===== src/psc_defines.vh =====
// Purpose: Offsets, fields, codes and reset values of the port status block
// Assumes: Included by bare name from the design files
// Notes:   Definitions only
`ifndef PSC_DEFINES_VH
`define PSC_DEFINES_VH

// Register byte offsets on the AXI4-Lite slave
`define PSC_OFS_STATUS      8'h00
`define PSC_OFS_BASE_LOW    8'h04
`define PSC_OFS_BASE_HIGH   8'h08
`define PSC_OFS_COMMAND     8'h0C
`define PSC_OFS_IRQ_STATUS  8'h10
`define PSC_OFS_IRQ_CLEAR   8'h14
`define PSC_OFS_IRQ_ENABLE  8'h18
`define PSC_OFS_UCODE_ADDR  8'h1C

// Status word fields
`define PSC_ST_FAULT_BIT    15
`define PSC_ST_CODE_HI      14
`define PSC_ST_CODE_LO      8
`define PSC_ST_TMO_BIT      7
`define PSC_ST_TYPE_HI      6
`define PSC_ST_TYPE_LO      4
`define PSC_ST_STATE_HI     3
`define PSC_ST_STATE_LO     0

// Command register bits
`define PSC_CMD_LOAD_PTR    0
`define PSC_CMD_ANCILLARY   1

// Interrupt status bits
`define PSC_IRQ_FAULT       0
`define PSC_IRQ_DONE        1
`define PSC_IRQ_CMD_ERR     14
`define PSC_IRQ_W           15

// Functional state codes
`define PSC_STATE_RESET     4'h0
`define PSC_STATE_PRIMARY   4'h1
`define PSC_STATE_READY     4'h2
`define PSC_STATE_RUNNING   4'h3
`define PSC_STATE_BUS_HALT  4'h5
`define PSC_STATE_NET_HALT  4'h6
`define PSC_STATE_BOTH_HALT 4'h7
`define PSC_STATE_PORT_HALT 4'h8

// Ancillary opcodes
`define PSC_OP_NOP          8'h00
`define PSC_OP_START_UCODE  8'h01

// Controller type code, value arbitrary
`define PSC_CTRL_TYPE       3'h6

// Reset values
`define PSC_RST_BASE        16'h0000
`define PSC_RST_IRQ         15'h0000

// AXI responses
`define PSC_RESP_OKAY       2'b00
`define PSC_RESP_SLVERR     2'b10

`endif


===== src/psc_fetch.v =====
// Purpose: Bus-master read of the four control block words
// Assumes: Memory answers each request with one ack or err pulse
// Notes:   Words are kept in registers until the next fetch
`timescale 1ns/1ps
`include "psc_defines.vh"

module psc_fetch (
    input  wire        aclk,
    input  wire        aresetn,
    input  wire        start,
    input  wire [17:0] base,
    output reg         mem_req,
    output reg  [17:0] mem_addr,
    input  wire        mem_ack,
    input  wire        mem_err,
    input  wire [15:0] mem_rdata,
    output reg         done,
    output reg         fail,
    output reg  [15:0] word0,
    output reg  [15:0] word1,
    output reg  [15:0] word2,
    output reg  [15:0] word3
);
    reg [1:0] idx;      // Word being fetched
    reg       busy;     // Fetch in progress

    // Walk the four words, byte address advancing by two
    always @(posedge aclk) begin
        done <= 1'b0;
        fail <= 1'b0;
        if (!aresetn) begin
            busy     <= 1'b0;
            idx      <= 2'd0;
            mem_req  <= 1'b0;
            mem_addr <= 18'h0_0000;
            word0    <= 16'h0000;
            word1    <= 16'h0000;
            word2    <= 16'h0000;
            word3    <= 16'h0000;
        end else if (!busy) begin
            if (start) begin
                busy     <= 1'b1;
                idx      <= 2'd0;
                mem_req  <= 1'b1;
                mem_addr <= {base[17:1], 1'b0};
            end
        end else if (mem_err) begin
            // Bus timeout ends the fetch
            busy    <= 1'b0;
            mem_req <= 1'b0;
            fail    <= 1'b1;
        end else if (mem_ack) begin
            case (idx)
                2'd0: word0 <= mem_rdata;
                2'd1: word1 <= mem_rdata;
                2'd2: word2 <= mem_rdata;
                default: word3 <= mem_rdata;
            endcase
            if (idx == 2'd3) begin
                busy    <= 1'b0;
                mem_req <= 1'b0;
                done    <= 1'b1;
            end else begin
                idx      <= idx + 2'd1;
                mem_addr <= mem_addr + 18'h0_0002;
            end
        end
    end
endmodule


===== src/psc_top.v =====
// Purpose: Port status register set and control block decoder, AXI4-Lite slave
// Assumes: One clock aclk at 20 MHz, synchronous active-low reset
// Notes:   Control block words fetched by psc_fetch on a 16-bit memory port
//
// The AXI4-Lite register port and the register offsets are this design's own decisions.
`timescale 1ns/1ps
`include "psc_defines.vh"

module psc_top (
    input  wire        aclk,
    input  wire        aresetn,
    // AXI4-Lite write address
    input  wire [7:0]  s_axi_awaddr,
    input  wire        s_axi_awvalid,
    output wire        s_axi_awready,
    // AXI4-Lite write data
    input  wire [31:0] s_axi_wdata,
    input  wire [3:0]  s_axi_wstrb,
    input  wire        s_axi_wvalid,
    output wire        s_axi_wready,
    // AXI4-Lite write response
    output reg  [1:0]  s_axi_bresp,
    output reg         s_axi_bvalid,
    input  wire        s_axi_bready,
    // AXI4-Lite read
    input  wire [7:0]  s_axi_araddr,
    input  wire        s_axi_arvalid,
    output wire        s_axi_arready,
    output reg  [31:0] s_axi_rdata,
    output reg  [1:0]  s_axi_rresp,
    output reg         s_axi_rvalid,
    input  wire        s_axi_rready,
    // Fault report from self-test or microcode
    input  wire        fault_report,
    input  wire [6:0]  fault_code_in,
    // Halt conditions from the rest of the device
    input  wire        bus_halted,
    input  wire        net_halted,
    input  wire        port_halt,
    // Memory read port for the control block
    output wire        mem_req,
    output wire [17:0] mem_addr,
    input  wire        mem_ack,
    input  wire        mem_err,
    input  wire [15:0] mem_rdata,
    // Results
    output reg  [6:0]  fault_lamp,
    output reg         microcode_start,
    output reg  [23:0] microcode_start_addr,
    output wire        irq
);
    // State machine codes, one-hot
    localparam [3:0] ST_IDLE  = 4'b0001;
    localparam [3:0] ST_FETCH = 4'b0010;
    localparam [3:0] ST_EXEC  = 4'b0100;
    localparam [3:0] ST_DONE  = 4'b1000;

    reg  [3:0]  cmd_state;           // Ancillary command sequencer
    reg         fault_flag;          // Fault seen
    reg  [6:0]  fault_code;          // Last fault code
    reg         command_timeout_flag;// Bus timeout during command
    reg  [3:0]  func_state;          // Functional state field
    reg  [15:0] control_block_base_low;
    reg  [15:0] control_block_base_high;
    reg  [17:0] control_block_base;  // Active block pointer
    reg         ptr_valid;           // Pointer loaded since reset
    reg  [14:0] irq_status;          // Sticky events
    reg  [14:0] irq_enable;          // Event mask
    reg         fetch_start;         // Pulse to fetcher
    reg         ev_done;             // Command completed
    reg         ev_cmd_err;          // Command error
    // AXI write holding
    reg         aw_held;
    reg         w_held;
    reg  [7:0]  aw_addr;
    reg  [31:0] w_data;
    reg  [3:0]  w_strb;
    wire        wr_fire;
    wire [15:0] port_status_word;
    wire        fetch_done;
    wire        fetch_fail;
    wire [15:0] blk0;
    wire [15:0] blk1;
    wire [15:0] blk2;
    reg  [31:0] rd_mux;              // Read data select
    reg         rd_ok;               // Read address mapped
    reg  [14:0] irq_clr;             // Clear pulses this cycle
    reg         cmd_load;            // Load pointer request
    reg         cmd_anc;             // Ancillary request

    // Channel readies: accept each half once, hold until response taken
    assign s_axi_awready = !aw_held && !s_axi_bvalid;
    assign s_axi_wready  = !w_held && !s_axi_bvalid;
    assign s_axi_arready = !s_axi_rvalid;
    assign wr_fire       = aw_held && w_held && !s_axi_bvalid;

    assign port_status_word = {fault_flag, fault_code, command_timeout_flag,
                               `PSC_CTRL_TYPE, func_state};

    // Level interrupt while any enabled event is pending
    assign irq = |(irq_status & irq_enable);

    // Capture write address and data in either order
    always @(posedge aclk) begin
        if (!aresetn) begin
            aw_held <= 1'b0;
            w_held  <= 1'b0;
            aw_addr <= 8'h00;
            w_data  <= 32'h0000_0000;
            w_strb  <= 4'h0;
        end else begin
            if (s_axi_awvalid && s_axi_awready) begin
                aw_held <= 1'b1;
                aw_addr <= s_axi_awaddr;
            end else if (wr_fire) begin
                aw_held <= 1'b0;
            end
            if (s_axi_wvalid && s_axi_wready) begin
                w_held <= 1'b1;
                w_data <= s_axi_wdata;
                w_strb <= s_axi_wstrb;
            end else if (wr_fire) begin
                w_held <= 1'b0;
            end
        end
    end

    // Write decode pulses for clear and command registers
    always @* begin
        irq_clr  = 15'h0000;
        cmd_load = 1'b0;
        cmd_anc  = 1'b0;
        if (wr_fire && w_strb[0]) begin
            if (aw_addr == `PSC_OFS_IRQ_CLEAR) begin
                irq_clr[7:0] = w_data[7:0];
            end else if (aw_addr == `PSC_OFS_COMMAND) begin
                cmd_load = w_data[`PSC_CMD_LOAD_PTR];
                cmd_anc  = w_data[`PSC_CMD_ANCILLARY];
            end
        end
        if (wr_fire && w_strb[1] && aw_addr == `PSC_OFS_IRQ_CLEAR) begin
            irq_clr[14:8] = w_data[14:8];
        end
    end

    // Register writes and write response
    always @(posedge aclk) begin
        if (!aresetn) begin
            control_block_base_low  <= `PSC_RST_BASE;
            control_block_base_high <= `PSC_RST_BASE;
            irq_enable              <= `PSC_RST_IRQ;
            s_axi_bvalid            <= 1'b0;
            s_axi_bresp             <= `PSC_RESP_OKAY;
        end else begin
            if (wr_fire) begin
                s_axi_bvalid <= 1'b1;
                s_axi_bresp  <= `PSC_RESP_OKAY;
                if (aw_addr == `PSC_OFS_BASE_LOW) begin
                    if (w_strb[0]) begin
                        control_block_base_low[7:0] <= {w_data[7:1], 1'b0};
                    end
                    if (w_strb[1]) begin
                        control_block_base_low[15:8] <= w_data[15:8];
                    end
                end else if (aw_addr == `PSC_OFS_BASE_HIGH) begin
                    if (w_strb[0]) begin
                        control_block_base_high <= {14'h0000, w_data[1:0]};
                    end
                end else if (aw_addr == `PSC_OFS_IRQ_ENABLE) begin
                    if (w_strb[0]) begin
                        irq_enable[7:0] <= w_data[7:0];
                    end
                    if (w_strb[1]) begin
                        irq_enable[14:8] <= w_data[14:8];
                    end
                end else if (aw_addr == `PSC_OFS_STATUS ||
                             aw_addr == `PSC_OFS_COMMAND ||
                             aw_addr == `PSC_OFS_IRQ_CLEAR) begin
                    s_axi_bresp <= `PSC_RESP_OKAY;
                end else begin
                    // Unmapped address, or read-only register other than status
                    s_axi_bresp <= `PSC_RESP_SLVERR;
                end
            end else if (s_axi_bvalid && s_axi_bready) begin
                s_axi_bvalid <= 1'b0;
            end
        end
    end

    // Read data select
    always @* begin
        rd_mux = 32'h0000_0000;
        rd_ok  = 1'b1;
        if (s_axi_araddr == `PSC_OFS_STATUS) begin
            rd_mux[15:0] = port_status_word;
        end else if (s_axi_araddr == `PSC_OFS_BASE_LOW) begin
            rd_mux[15:0] = control_block_base_low;
        end else if (s_axi_araddr == `PSC_OFS_BASE_HIGH) begin
            rd_mux[15:0] = control_block_base_high;
        end else if (s_axi_araddr == `PSC_OFS_COMMAND) begin
            rd_mux[0] = ptr_valid;
            rd_mux[1] = !cmd_state[0];
        end else if (s_axi_araddr == `PSC_OFS_IRQ_STATUS) begin
            rd_mux[14:0] = irq_status;
        end else if (s_axi_araddr == `PSC_OFS_IRQ_CLEAR) begin
            rd_mux = 32'h0000_0000;
        end else if (s_axi_araddr == `PSC_OFS_IRQ_ENABLE) begin
            rd_mux[14:0] = irq_enable;
        end else if (s_axi_araddr == `PSC_OFS_UCODE_ADDR) begin
            rd_mux[23:0] = microcode_start_addr;
        end else begin
            rd_ok = 1'b0;
        end
    end

    // Read channel, one cycle answer
    always @(posedge aclk) begin
        if (!aresetn) begin
            s_axi_rvalid <= 1'b0;
            s_axi_rdata  <= 32'h0000_0000;
            s_axi_rresp  <= `PSC_RESP_OKAY;
        end else if (s_axi_arvalid && s_axi_arready) begin
            s_axi_rvalid <= 1'b1;
            s_axi_rdata  <= rd_mux;
            s_axi_rresp  <= rd_ok ? `PSC_RESP_OKAY : `PSC_RESP_SLVERR;
        end else if (s_axi_rvalid && s_axi_rready) begin
            s_axi_rvalid <= 1'b0;
        end
    end

    // Fault capture; only faults on fault_report reach this field
    always @(posedge aclk) begin
        if (!aresetn) begin
            fault_flag <= 1'b0;
            fault_code <= 7'h00;
        end else if (fault_report) begin
            fault_flag <= 1'b1;
            fault_code <= fault_code_in;
        end
    end

    // Lamp drive, one lamp per code bit, lowest first
    genvar li;
    generate
        for (li = 0; li < 7; li = li + 1) begin : g_lamp
            always @(posedge aclk) begin
                if (!aresetn) begin
                    fault_lamp[li] <= 1'b0;
                end else begin
                    fault_lamp[li] <= fault_code[li];
                end
            end
        end
    endgenerate

    // Control block fetcher
    // fetch four words
    psc_fetch u_fetch (
        .aclk      (aclk),
        .aresetn   (aresetn),
        .start     (fetch_start),
        .base      (control_block_base),
        .mem_req   (mem_req),
        .mem_addr  (mem_addr),
        .mem_ack   (mem_ack),
        .mem_err   (mem_err),
        .mem_rdata (mem_rdata),
        .done      (fetch_done),
        .fail      (fetch_fail),
        .word0     (blk0),
        .word1     (blk1),
        .word2     (blk2),
        .word3     ()
    );

    // Ancillary command sequencer
    always @(posedge aclk) begin
        fetch_start     <= 1'b0;
        ev_done         <= 1'b0;
        ev_cmd_err      <= 1'b0;
        microcode_start <= 1'b0;
        if (!aresetn) begin
            cmd_state            <= ST_IDLE;
            control_block_base   <= 18'h0_0000;
            ptr_valid            <= 1'b0;
            command_timeout_flag <= 1'b0;
            microcode_start_addr <= 24'h00_0000;
        end else begin
            case (cmd_state)
                ST_IDLE: begin
                    if (cmd_load) begin
                        control_block_base <= {control_block_base_high[1:0],
                                               control_block_base_low[15:1], 1'b0};
                        ptr_valid <= 1'b1;
                        ev_done   <= 1'b1;
                    end else if (cmd_anc) begin
                        if (ptr_valid) begin
                            fetch_start <= 1'b1;
                            cmd_state   <= ST_FETCH;
                        end else begin
                            command_timeout_flag <= 1'b0;
                            ev_cmd_err           <= 1'b1;
                        end
                    end
                end
                ST_FETCH: begin
                    if (fetch_fail) begin
                        command_timeout_flag <= 1'b1;
                        ev_cmd_err           <= 1'b1;
                        cmd_state            <= ST_IDLE;
                    end else if (fetch_done) begin
                        cmd_state <= ST_EXEC;
                    end
                end
                ST_EXEC: begin
                    if (blk0[7:0] == `PSC_OP_NOP) begin
                        ev_done <= 1'b1;
                    end else if (blk0[7:0] == `PSC_OP_START_UCODE) begin
                        microcode_start_addr <= {blk2[7:0], blk1[15:1], 1'b0};
                        microcode_start      <= 1'b1;
                        ev_done              <= 1'b1;
                    end else begin
                        command_timeout_flag <= 1'b0;
                        ev_cmd_err           <= 1'b1;
                    end
                    cmd_state <= ST_DONE;
                end
                ST_DONE: begin
                    cmd_state <= ST_IDLE;
                end
                default: begin
                    cmd_state <= ST_IDLE;
                end
            endcase
        end
    end

    // Functional state field
    always @(posedge aclk) begin
        if (!aresetn) begin
            func_state <= `PSC_STATE_RESET;
        end else if (port_halt) begin
            func_state <= `PSC_STATE_PORT_HALT;
        end else if (microcode_start) begin
            func_state <= `PSC_STATE_RUNNING;
        end else if (func_state == `PSC_STATE_RESET) begin
            func_state <= `PSC_STATE_READY;
        end else if (func_state == `PSC_STATE_RUNNING ||
                     func_state == `PSC_STATE_BUS_HALT ||
                     func_state == `PSC_STATE_NET_HALT ||
                     func_state == `PSC_STATE_BOTH_HALT) begin
            if (bus_halted && net_halted) begin
                func_state <= `PSC_STATE_BOTH_HALT;
            end else if (bus_halted) begin
                func_state <= `PSC_STATE_BUS_HALT;
            end else if (net_halted) begin
                func_state <= `PSC_STATE_NET_HALT;
            end else begin
                func_state <= `PSC_STATE_RUNNING;
            end
        end
    end

    // Sticky interrupt status, set wins over clear
    always @(posedge aclk) begin
        if (!aresetn) begin
            irq_status <= `PSC_RST_IRQ;
        end else begin
            irq_status <= (irq_status & ~irq_clr)
                        | ({14'h0000, fault_report} << `PSC_IRQ_FAULT)
                        | ({14'h0000, ev_done} << `PSC_IRQ_DONE)
                        | ({14'h0000, ev_cmd_err} << `PSC_IRQ_CMD_ERR);
        end
    end
endmodule


===== config.mk =====
export PLATFORM = sky130hd
export DESIGN_NAME = psc_top
export DESIGN_NICKNAME = d
export VERILOG_FILES = /design/src/psc_fetch.v /design/src/psc_top.v
export VERILOG_INCLUDE_DIRS = /design/src /design/src/src
export SDC_FILE = /design/constraint.sdc
export NUM_CORES = 1
export LEC_CHECK = 0
export BUFFER_PORTS_ARGS = -buffer_cell sky130_fd_sc_hd__buf_2
export CAP_MARGIN = 0
export CORE_MARGIN = 1.5
export CORE_UTILIZATION = 40
export CTS_BUF_LIST = sky130_fd_sc_hd__clkbuf_8
export DETAILED_ROUTE_END_ITERATION = 8
export HOLD_SLACK_MARGIN = 0.15
export SLEW_MARGIN = 15
export SYNTH_ARGS = -nofsm -noshare
export SYNTH_HDL_FRONTEND = slang
export SYNTH_SLANG_ARGS = --single-unit

===== constraint.sdc =====
create_clock -name aclk -period 2.4 [get_ports aclk]
set_clock_uncertainty 0.1 [all_clocks]
set_input_delay 0.48 -clock aclk [delete_from_list [all_inputs] [get_ports aclk]]
set_output_delay 0.48 -clock aclk [all_outputs]
set_load 0.05 [all_outputs]

**After elaboration in Yosys (flattened, before gate mapping)**

Index checks and enable logic that the tools add are counted.

- Output and inout bits: 93
- Flip-flop bits (word level): 238
- Input bits: 88
- Logic and storage cells: 261

- Reduce and logical (&&, ||, !) cells: 57
- Equal/unequal tests: 36
- Add/subtract/negate cells: 2
- Bitwise operators: 16
- Muxes and demuxes: 104

Operators with widths:

| cell | number |
|---|---|
| $mux 24 | 9 |
| $mux 18 | 5 |
| $mux 16 | 4 |
| $mux 1 | 49 |
| $eq 8x5->1 const B | 6 |
| $mux 4 | 9 |
| $eq 8x4->1 const B | 4 |
| $mux 8 | 4 |
| $and 15x15->15 | 2 |
| $mux 15 | 2 |
| $logic_not 8->1 | 3 |
| $reduce_and 4->1 | 6 |
| $mux 2 | 11 |
| $mux 22 | 1 |
| $add 18x2->18 const B | 1 |
| $mux 9 | 2 |
| $ne 2x2->1 const B | 9 |
| $eq 4x3->1 const B | 4 |
| $eq 8x3->1 const B | 2 |
| $not 15->15 | 1 |
| $or 15x1->15 | 1 |
| $or 15x15->15 | 1 |
| $or 15x2->15 | 1 |
| $reduce_or 15->1 | 1 |
| other kinds (30) | 77 |

**Longest topological paths before layout**

Gate-level depths: netlist of the first run.

- Depth in word-level cells: 16
- Gate-level depth with buffers: 7

**By module**

From an unflattened synthesis of the first run, not the netlist that was laid out.

- Cell total of the unflattened synthesis: 1276
- Area total of the unflattened synthesis: 10641.5 µm²

Modules (own cells, without submodules):

| module | cells each | instances | area an instance (µm²) |
|---|---|---|---|
| psc_top | 814 | 1 | 7076.8 |
| psc_fetch | 462 | 1 | 3564.7 |

**Worst setup path after synthesis of the first run**

No wires, ideal clock.

- Path kind: reg-to-reg
- Start: reg s_axi_bvalid
- End: reg w_data[15]
- Required time: 2.230 ns
- Path buffers: 2
- Clock period less this slack: 2.395 ns
- Setup time: 0.070 ns
- Slack: 0.005 ns
- Data arrival time: 2.224 ns
- Cell stages (with the launch flop): 7
- Path through: dfxtp_1 nor2_1 and2_1 clkbuf_1 clkbuf_1 nand2_1 a21oi_1

- Word-level cells in the longest chain between the ends: 3

Ends and longest elaborated chain:

| item | line | source |
|---|---|---|
| from (decl) | psc_top.v:23 | `output reg s_axi_bvalid,` |
| from (signal assigned) | psc_top.v:152 | `s_axi_bvalid <= 1'b0;` |
| from (signal assigned) | psc_top.v:156 | `s_axi_bvalid <= 1'b1;` |
| from (signal assigned) | psc_top.v:185 | `s_axi_bvalid <= 1'b0;` |
| $logic_not 1->1 | psc_top.v:93 | `assign s_axi_wready = !w_held && !s_axi_bvalid;` |
| $logic_and 1x1->1 | psc_top.v:93 |  |
| named net s_axi_wready | psc_top.v:20 | `output wire s_axi_wready,` |
| $logic_and 1x1->1 | psc_top.v:118 | `if (s_axi_wvalid && s_axi_wready) begin` |
| to (signal assigned) | psc_top.v:120 | `w_data <= s_axi_wdata;` |
| to (decl) | psc_top.v:76 | `reg [31:0] w_data;` |

The timed path passes the listed nets, and every way through them passes these cells.
A chain may end at the register's enable or synchronous reset.

**Final worst setup path of the first run**

- Start: reg irq_enable[13]
- End: out irq

- Word-level cells in the longest chain between the ends: 2

Ends and longest elaborated chain:

| item | line | source |
|---|---|---|
| from (decl) | psc_top.v:68 | `reg [14:0] irq_enable;` |
| from (signal assigned) | psc_top.v:151 | `` irq_enable <= `PSC_RST_IRQ; `` |
| from (signal assigned) | psc_top.v:174 | `irq_enable[14:8] <= w_data[14:8];` |
| $and 15x15->15 | psc_top.v:101 | `assign irq = \|(irq_status & irq_enable);` |
| $reduce_or 15->1 | psc_top.v:101 |  |
| to (decl) | psc_top.v:50 | `output wire irq` |

Every way passes these cells.

==> impl_metrics.py, run 1 <==
metrics = {
    "sta": {
        "hold_viol": 0,
        "fin_tns_setup_ps": 0,
        "drv_slew": 0,
        "worst_hold_slack_ps": 224,
        "rsz0062_at_grt": "yes",
        "period_minus_slack_ps": 2300,
        "layout_setup_ws_ps": 99.7,
        "fmax_mhz": 435,
        "worstMarginPinSlew_ps": 1000,
        "fin_crit_sh_pct": 95.8,
        "slew_headroom_pct": 33.0,
        "setup_viol": 0,
    },
    "global_route": {
        "grt_max_degree": 69,
        "grt_pass1_wl_microns": 42000,
        "grt_pass1_vias": 8053,
        "antenna_found_initial": 0,
        "overflow": 0,
        "grtUsageTotal_pct": 21.8,
    },
    "placement": {
        "place.gp.congestion": 0.888,
        "post-place-ws_ps": 137,
        "place_hpwl_microns": 19400,
        "portBuffers": 150,
        "dpl_cell_area_sq_um": 10500,
        "place_inst": 1540,
    },
    "route": {
        "postRouteAntennaNets": 0,
        "vias": 8589,
        "wirelength_microns": 27200,
        "drc": 0,
        "wire_per_inst_microns": 16.3,
        "dr.pass1.iters": 5,
        "drt_iter0_drc": 570,
        "viasPerCell": 5.16,
    },
    "final_layout": {
        "stdcell_area_sq_um": 11900,
        "area_delta_synth_final_pct": 26.9,
        "drive_above_1_share_pct": 19.7,
        "final_nets": 1416,
        "stdcell_count": 1666,
        "fin_util_pct": 52.1,
        "layout_common_cells": "nand2_1 (250), dfxtp_1 (225), buf_2 (148)",
        "antenna_cells": 0,
        "final_common_cell": "nand2_1",
    },
    "floorplanning": {
        "initial_utilization_pct": 41.1,
        "core_sq_um": 22800,
        "num_rows": 55,
        "die-height_microns": 156,
        "die_w_microns": 156,
        "ios": 181,
        "die-area_sq_um": 24400,
    },
    "clock_tree": {
        "cts_root_buffer": "clkbuf_8",
        "clock_latency_ps": 540,
        "postCtsSetupRepairBufs": 0,
        "numCtsBuffers": 40,
        "cts_tree": "yes",
        "cts_sinks": 226,
        "clkTransAtPathRegs_ps": 60,
        "clock_path_buffers": 3,
        "h-tree-depth": 2,
    },
    "yosys": {
        "synth-edff-count": 0,
        "synth_area_per_cell_sq_um": 8.51,
        "async_flop_share_pct": 0,
        "synth_area_sq_um": 9380,
        "synth-seq-cells": 226,
        "synth_cells": 1103,
        "ys.flop_type": "dfxtp_1",
        "synthDistinctLibCells": 65,
        "synth_seq_area_share_pct": 48.2,
        "yosysWarningCount": 0,
    },
    "power_and_ir_drop": {
        "p_leak_nw": 4.64,
        "peakVddDrop_mv": 0.399,
        "p_per_area_nw_per_um2": 671,
        "power.total_mw": 7.99,
    },
    "worst_hold_path": {
        "hold_path_class": "primary input to register",
        "min_path_cells": 4,
        "min_from": "s_axi_arvalid",
        "min_to": "s_axi_rresp[1]",
    },
    "critical_path": {
        "timing.rr.end": "irq_enable[13]",
        "crit_required_ps": 1820,
        "ff2ff_path_depth": 5,
        "path_max_fanout": 3,
        "critPathArrivalTime_ps": 1720,
        "reg2reg_slack_ps": 200,
        "r2r-start": "aw_addr[6]",
        "path_class": "register to primary output",
        "cp-start-kind": "register",
        "endpoint_kind": "primary output",
    },
    "status": {
        "outcome": "finished clean",
    },
    "flow_run": {
        "maxCapViolCount": 0,
    },
}
==> how the worst max path moves through the flow <==
stage,startpoint,end,depth (start not counted),slack [ps]
2_1_floorplan,s_axi_bvalid,w_data[15],6,5
3_3_place_gp,s_axi_araddr[7],s_axi_rdata[8],5,160
3_5_place_dp,s_axi_araddr[7],s_axi_rdata[14],5,140
4_1_cts,irq_enable[10],irq,4,20
5_1_grt,irq_enable[13],irq,4,-20
6_report,irq_enable[13],irq,4,100
==> cells by family after synthesis <==
| group | Yosys count | share of synthesized area [%] |
|---|---|---|
| buffers and inverters | 106 | 4.95 |
| flip-flops | 226 | 48.2 |
| other | 1 | 0.0400 |
| AND/OR/NAND/NOR | 438 | 21.9 |
| adder cells (fa/ha/maj) | 5 | 0.667 |
| multiplexers | 66 | 7.05 |
| AO/OA/AOI/OAI | 260 | 17.1 |
| XOR/XNOR | 1 | 0.0934 |
==> cell type report <==
class	count	area (sq um)
clock buffer	48	661
clock inverter	24	145
fill	2246	10900
inverter	27	103
multi-input combinational	782	4440
sequential	226	4530
tap	313	392
timing repair buffer	246	1640
==> timing repair <==
item / in CTS / in global routing
endpoints found under the hold margin: 69 / 0
endpoints found under the setup margin: 0 / 1
gates resized for setup: 0 / 5
hold buffers: 54 / 0
==> state kept, by name, summed over array words and instances (netlist names), 4 cells and up <==
| name | count |
|---|---|
| aw_addr | 8 |
| cmd_state | 4 |
| control_block_base | 17 |
| control_block_base_low | 15 |
| fault_code | 7 |
| fault_lamp | 7 |
| func_state | 4 |
| irq_enable | 15 |
| irq_status | 15 |
| microcode_start_addr | 23 |
| s_axi_rdata | 24 |
| u_fetch.mem_addr | 17 |
| u_fetch.word0 | 8 |
| u_fetch.word1 | 15 |
| u_fetch.word2 | 8 |
| w_data | 16 |
==> Yosys cell counts, drive strengths merged, types with 2 or more instances <==
| cell | n | area share, % |
|---|---|---|
| nand2 | 250 | 10 |
| dfxtp | 226 | 48 |
| a21oi | 94 | 5.0 |
| mux2i | 65 | 6.9 |
| clkbuf | 57 | 2.3 |
| o21ai | 55 | 2.9 |
| nor2 | 43 | 1.7 |
| nand3 | 33 | 1.8 |
| inv | 27 | 1.1 |
| buf | 22 | 1.6 |
| a211oi | 21 | 1.7 |
| and2 | 17 | 1.1 |
| o22ai | 15 | 1.0 |
| a22o | 14 | 1.3 |
| a22oi | 14 | 1.1 |
| and3 | 14 | 0.93 |
| nand4 | 13 | 0.87 |
| nand2b | 12 | 0.80 |
| nor4 | 12 | 0.80 |
| a21boi | 11 | 0.88 |
| nor3 | 10 | 0.88 |
| a31oi | 7 | 0.47 |
| nor2b | 7 | 0.47 |
| nor4b | 7 | 0.72 |
| ha | 5 | 0.67 |
| or4 | 5 | 0.48 |
| nor3b | 4 | 0.37 |
| o21a | 4 | 0.32 |
| a221oi | 3 | 0.28 |
| a222oi | 3 | 0.32 |
| o211ai | 3 | 0.24 |
| or3 | 3 | 0.20 |
| and4 | 2 | 0.19 |
| nand4b | 2 | 0.19 |
| o31a | 2 | 0.19 |
| o41ai | 2 | 0.19 |
==> power by group <==
group	internal (mW)	leakage, nW	switching (mW)	total (mW)
Combinational	0.209	2.35	0.356	0.565
Clock	1.95	0.464	1.62	3.56
Sequential	3.81	1.83	0.0550	3.86
==> layer usage <==
layer	vias up	part of all wire [%]	routed length (microns)	global-route usage (%)
met5	-	0	0	0
met2	226	48	12900	36.2
met4	0	1.9	527	6.98
li1	4293	-	-	-
met3	37	4.6	1250	3.81
met1	4033	46	12500	28.8
==> critical path: stages, from the launching register on <==
cell,delay (ps)
dfxtp_2,340
a222oi_1,320
and3_1,200
nand4_1,130
buf_6,190
(Power assumes the default switching activity.)
==> run 2, diff against run 1 <==
--- a/config.mk
+++ b/config.mk
@@ -6,6 +6,7 @@
 export SDC_FILE = /design/constraint.sdc
 export NUM_CORES = 1
 export LEC_CHECK = 0
+export ABC_AREA = 1
 export BUFFER_PORTS_ARGS = -buffer_cell sky130_fd_sc_hd__buf_2
 export CAP_MARGIN = 0
 export CORE_MARGIN = 1.5
==> run 2 against run 1 <==
  * Synthesized cell count grew 16%
  * Final cell count increased by 10%
  * Sequential share of layout area decreased by 0.082 points
  * Combinational power increased by 13%
  * Sequential cell count is the same
  * First-iteration DRC count increased by 19%
==> impl_metrics.py, run 2 <==
metrics = {
    "status": {
        "outcome": "finished clean",
    },
    "yosys": {
        "synth_top_area_cell": "dfxtp_1",
        "yosys-top-cells-area": "dfxtp_1 (48%), nor2_1 (8.7%), nand2_1 (7.7%)",
        "synth_top_area_share_pct": 47.8,
        "synth_common_cells": "dfxtp_1 (226), nor2_1 (218), nand2_1 (194), o21ai_0 (144), inv_1 (111)",
        "synth-edff-count": 0,
        "yosysMostFrequentCell": "dfxtp_1",
        "synthDistinctLibCells": 42,
        "ys.flop_type": "dfxtp_1",
        "synth_area_sq_um": 9460,
        "synth_seq_area_share_pct": 47.8,
        "synth_cells": 1277,
        "synth-seq-cells": 226,
        "synth_area_per_cell_sq_um": 7.40,
        "async_flop_share_pct": 0,
        "yosysWarningCount": 0,
    },
    "power_and_ir_drop": {
        "clkPwrFrac_pct": 44.9,
        "peakVddDrop_mv": 0.434,
        "p_per_area_nw_per_um2": 689,
        "power_frac_comb_pct": 7.7,
        "switchingPower_mw": 2.04,
        "swShare_pct": 24.8,
        "p_leak_nw": 5.02,
        "p_int_mw": 6.19,
        "power.total_mw": 8.22,
        "power_frac_seq_pct": 47.3,
    },
    "route": {
        "vias": 8890,
        "wirelength_microns": 26300,
        "postRouteAntennaNets": 0,
        "dr_wl_met3_microns": 1550,
        "dr.pass1.iters": 7,
        "wire_per_inst_microns": 14.4,
        "wl_met1_microns": 12300,
        "drc": 0,
        "highest_layer": "met4",
        "dr_wl_met2_microns": 11800,
        "drt_iter0_drc": 680,
        "viasPerCell": 4.85,
    },
    "floorplanning": {
        "core_sq_um": 23300,
        "initial_utilization_pct": 40.5,
        "die-height_microns": 157,
        "ios": 181,
        "die-area_sq_um": 24600,
        "die_w_microns": 157,
        "num_rows": 56,
    },
    "critical_path": {
        "crit_family": "compound AO/OA/AOI/OAI gates",
        "worstPathCellList": "a22o_1 -> a221oi_2 -> nand4_1 -> buf_4",
        "path_class": "register to primary output",
        "endpoint_kind": "primary output",
        "crit_required_ps": 1820,
        "worst-path-stages": 4,
        "ff2ff_path_depth": 10,
        "crit_slowest_cell": "dfxtp_1",
        "timing.rr.end": "u_fetch.mem_addr[11]",
        "cp-start-kind": "register",
        "reg2reg_slack_ps": 440,
        "r2r-start": "u_fetch.mem_addr[1]",
        "crit_buf_inv": 1,
        "critPathArrivalTime_ps": 1770,
        "slowest_delay_ps": 340,
        "path_max_fanout": 3,
    },
    "clock_tree": {
        "cts_tree": "yes",
        "clock_path_buffers": 3,
        "clock_latency_ps": 550,
        "numCtsBuffers": 39,
        "clkTransAtPathRegs_ps": 60,
        "h-tree-depth": 2,
        "cts_root_buffer": "clkbuf_8",
        "postCtsSetupRepairBufs": 0,
        "cts_sinks": 226,
    },
    "sta": {
        "rsz0062_at_grt": "no",
        "slew_headroom_pct": 60.3,
        "setup_viol": 0,
        "fmax_mhz": 426,
        "fin_crit_sh_pct": 97.8,
        "fin_tns_setup_ps": 0,
        "drv_slew": 0,
        "hold_viol": 0,
        "period_minus_slack_ps": 2350,
        "worst_hold_slack_ps": 206,
        "worstMarginPinSlew_ps": 594,
    },
    "placement": {
        "portBuffers": 150,
        "place.gp.congestion": 0.863,
        "place_hpwl_microns": 18700,
    },
    "final_layout": {
        "drive_above_1_share_pct": 18.4,
        "antenna_cells": 0,
        "final_nets": 1580,
        "regMostFlops": "s_axi_rdata",
        "reg.largest.list": "s_axi_rdata x24, microcode_start_addr x23",
        "layout_common_cells": "dfxtp_1 (226), nor2_1 (218), nand2_1 (194)",
        "largest_reg_flops": 24,
        "final_common_cell": "dfxtp_1",
        "area_delta_synth_final_pct": 26.2,
    },
    "worst_hold_path": {
        "min_path_cells": 3,
        "min_to": "w_data[0]",
        "hold_path_class": "primary input to register",
        "min_from": "s_axi_wdata[0]",
    },
    "global_route": {
        "overflow": 0,
        "grt_max_degree": 71,
        "grt_pass1_vias": 8045,
        "grt_pass1_wl_microns": 41500,
        "antenna_found_initial": 0,
        "grtUsageTotal_pct": 21.3,
    },
    "flow_run": {
        "maxCapViolCount": 0,
    },
}
run 2: layout make-up:
type | count | area [sq um]
Fill cell | 2358 | 11400
Clock inverter | 17 | 138
Multi-Input combinational cell | 869 | 4160
Sequential cell | 226 | 4520
Inverter | 120 | 450
Clock buffer | 51 | 702
Timing Repair Buffer | 231 | 1560
Tap cell | 319 | 399
run 2: timing repair:
| action | 4_1_cts | 5_1_grt |
|---|---|---|
| setup endpoints to repair | 1 | 1 |
| hold endpoints to repair | 68 | 0 |
| gates resized for setup | 2 | 0 |
| pin swaps | 1 | 1 |
| hold buffers | 57 | 0 |
run 2: routing by layer:
| layer | vias up | global-route usage [%] |
|---|---|---|
| li1 | 4609 | - |
| met1 | 3981 | 29.0 |
| met2 | 259 | 33.7 |
| met3 | 41 | 4.35 |
| met4 | 0 | 7.03 |
| met5 | - | 0 |
run 2: power groups by stage:
stage	sequential (mW)	clock (mW)	combinational [mW]
floorplan	4.01	0	0.355
global placement	3.97	0	0.558
detailed placement	3.97	0	0.564
CTS	3.89	3.79	0.637
global route	3.90	3.98	0.706
finish	3.89	3.70	0.637
run 2: through the flow:
| step | setup WS (ps) | utilization [%] | cell area [sq um] | cells |
|---|---|---|---|---|
| after floorplan | 254 | - | 9500 | 1288 |
| after global placement | 369 | 45.1 | 10500 | 1708 |
| after detailed placement | 338 | 45.1 | 10500 | 1708 |
| after CTS | 17.6 | 51.1 | 11900 | 1833 |
| after global routing | 0.110 | 51.1 | 11900 | 1833 |
| final | 52.6 | 51.1 | 11900 | 1833 |
run 2: worst min-delay path: stages:
cell,delay [ps]
buf_2,80
o21ai_0,120
a21oi_1,130
run 2: worst max path at each step:
stage | start | to | slack [ps]
floorplan | s_axi_bvalid | aw_addr[2] | 250
CTS | irq_status[6] | irq | 20
detailed placement | mem_err | u_fetch.word1[4] | 340
global route | irq_status[10] | irq | 0.1
global placement | mem_err | u_fetch.word1[6] | 370
finish | irq_status[10] | irq | 50
run 2: logic make-up after synthesis:
family | count (synthesis) | share of synthesized area [%]
xor gates and xnor gates | 4 | 0.371
buffers and inverters | 193 | 8.65
adders and majority gates | 5 | 0.662
DFF | 226 | 47.8
other | 1 | 0.0397
and+or+nand+nor | 527 | 24.0
AOI/OAI and AO/OA | 321 | 18.4
==> run 3, diff against run 2 <==
==> constraint.sdc (replaced) <==
create_clock -name aclk -period 1.9 [get_ports aclk]
set_clock_uncertainty 0.1 [all_clocks]
set_input_delay 0.38 -clock aclk [delete_from_list [all_inputs] [get_ports aclk]]
set_output_delay 0.38 -clock aclk [all_outputs]
set_load 0.05 [all_outputs]
==> run 3 against run 2 <==
  * The flow now finishes with violations (negative setup slack)
  * Non-clock buffer count is 26 higher
  * Setup slack worse by 340 ps
  * Clock power is 22% higher
  * Final area is 2.6% higher
  * Sequential cell count stayed put
  * First-iteration DRC count is 15% lower
  * Utilization is 1.3 points higher
  * Final cell count is 1.5% higher
  * Largest cell class unchanged
==> impl_metrics.py, run 3 (synthesis gave the netlist of run 2 again) <==
metrics = {
    "critical_path": {
        "ff2ff_path_depth": 5,
        "r2r-start": "func_state[1]",
        "path_max_fanout": 2,
        "reg2reg_slack_ps": 140,
        "critical_path.endpoint": "irq",
        "timing.rr.end": "func_state[1]",
        "crit_required_ps": 1420,
        "cp-start-kind": "register",
        "path_class": "register to primary output",
        "cp-startpoint": "irq_status[10]",
        "critPathArrivalTime_ps": 1710,
        "endpoint_kind": "primary output",
    },
    "route": {
        "drc": 0,
        "vias": 9051,
        "postRouteAntennaNets": 0,
        "wirelength_microns": 27000,
        "viasPerCell": 4.86,
        "dr.pass1.iters": 5,
        "wire_per_inst_microns": 14.5,
        "drt_iter0_drc": 575,
    },
    "placement": {
        "place.gp.congestion": 0.907,
        "place_hpwl_microns": 18900,
        "dpl_cell_area_sq_um": 10700,
        "portBuffers": 150,
    },
    "clock_tree": {
        "cts_root_buffer": "clkbuf_8",
        "h-tree-depth": 2,
        "cts_tree": "yes",
        "cts_sinks": 226,
        "clock_path_buffers": 3,
        "clkTransAtPathRegs_ps": 60,
        "clock_latency_ps": 550,
        "numCtsBuffers": 40,
    },
    "final_layout": {
        "regMostFlops": "s_axi_rdata",
        "fin_util_pct": 52.5,
        "fillers": 2352,
        "layout_common_cells": "dfxtp_1 (221), nor2_1 (214), nand2_1 (193)",
        "antenna_cells": 0,
        "area_delta_synth_final_pct": 29.5,
        "reg.largest.list": "s_axi_rdata x24, microcode_start_addr x23",
        "drive_above_1_share_pct": 20.3,
        "stdcell_area_sq_um": 12200,
        "final_nets": 1607,
        "largest_reg_flops": 24,
        "final_common_cell": "dfxtp_1",
    },
    "floorplanning": {
        "die-height_microns": 157,
        "num_rows": 56,
        "die-area_sq_um": 24600,
        "initial_utilization_pct": 40.5,
        "die_w_microns": 157,
        "core_sq_um": 23300,
        "ios": 181,
    },
    "global_route": {
        "grtUsageTotal_pct": 21.3,
        "grt_pass1_vias": 8030,
        "antenna_found_initial": 0,
        "grt_pass1_wl_microns": 41600,
        "grt_max_degree": 76,
        "overflow": 0,
    },
    "power_and_ir_drop": {
        "swShare_pct": 25.5,
        "power_frac_comb_pct": 8.1,
        "p_int_mw": 7.66,
        "power_frac_seq_pct": 47.8,
        "peakVddDrop_mv": 0.514,
        "p_per_area_nw_per_um2": 840,
        "clkPwrFrac_pct": 44.0,
        "p_leak_nw": 5.15,
        "switchingPower_mw": 2.62,
    },
    "status": {
        "outcome": "finished with violations",
        "violations": "negative setup slack",
    },
    "sta": {
        "layout_setup_ws_ps": -287,
        "period_minus_slack_ps": 2190,
        "fin_crit_sh_pct": 115,
        "worst_hold_slack_ps": 217,
        "hold_viol": 0,
        "fmax_mhz": 457,
        "rsz0062_at_grt": "yes",
        "drv_slew": 0,
        "setup_viol": 1,
    },
    "worst_hold_path": {
        "min_from": "s_axi_araddr[1]",
        "hold_path_class": "primary input to register",
    },
    "flow_run": {
        "maxCapViolCount": 0,
    },
}
==> run 3: changes by cell type in the layout (fill, tap and decap cells not counted), moves of 3 or more <==
cell / before / now
buf_4: 22 / 36
dlygate4sd3_1: 57 / 63
dfxtp_1: 226 / 221
dfxtp_2: 0 / 5
nor2_1: 218 / 214
clkinvlp_4: 0 / 3
nor2_2: 8 / 11
==> run 3: final cells by class <==
| class | instances | area, sq um | share of cell area [%] |
|---|---|---|---|
| clock buffers | 50 | 688 | 5.62 |
| clock inverters | 20 | 121 | 0.991 |
| inverters | 120 | 458 | 3.74 |
| multi-input cells | 869 | 4210 | 34.3 |
| flip-flops and latches | 226 | 4530 | 37.0 |
| well taps | 319 | 399 | 3.26 |
| repair buffers | 257 | 1840 | 15.0 |
==> run 3: worst min path at each step <==
stage,to,slack (ps),cells after the start
floorplan,fault_lamp[2],310,2
global placement,fault_lamp[5],310,2
detailed placement,fault_lamp[6],320,2
CTS,s_axi_rresp[1],190,5
global route,s_axi_rdata[4],230,5
finish,s_axi_rresp[1],220,5
==> run 3: power by group through the flow <==
| stage | clock network (mW) | logic, mW | registers (mW) |
|---|---|---|---|
| 2_1_floorplan | 0 | 0.450 | 5.06 |
| 3_3_place_gp | 0 | 0.709 | 5.02 |
| 3_5_place_dp | 0 | 0.715 | 5.02 |
| 4_1_cts | 4.63 | 0.815 | 4.91 |
| 5_1_grt | 4.87 | 0.926 | 4.93 |
| 6_report | 4.53 | 0.837 | 4.92 |
==> run 3: through the flow <==
| stage | TNS, ps | setup WS (ps) | cells | power [mW] |
|---|---|---|---|---|
| 5_1_grt | -359 | -359 | 1861 | 10.7 |
| 2_1_floorplan | 0 | 117 | 1288 | 5.51 |
| 3_3_place_gp | 0 | 29.8 | 1722 | 5.72 |
| 4_1_cts | -330 | -330 | 1856 | 10.4 |
| 3_5_place_dp | 0 | 21.0 | 1722 | 5.73 |
| 6_report | -287 | -287 | 1861 | 10.3 |
==> run 3: routing by layer <==
metal	wire length [microns]	GRT usage, %
met5	0	0
met4	515	6.35
met3	1540	3.46
met2	12400	34.3
met1	12600	29.3
==> run 3: critical path, cell delays in order, from the launching register on <==
cell and delay, ps:
dfxtp_1 310, a22o_1 230, a221oi_2 220, nand4_1 210, buf_6 210
==> run 3: what timing repair did <==
action,4_1_cts,5_1_grt
setup buffers,1,3
pin swaps,1,5
endpoints found under the hold margin,83,0
gates resized for setup,5,13
hold buffers,63,0
gates cloned,0,2
endpoints found under the setup margin,1,41
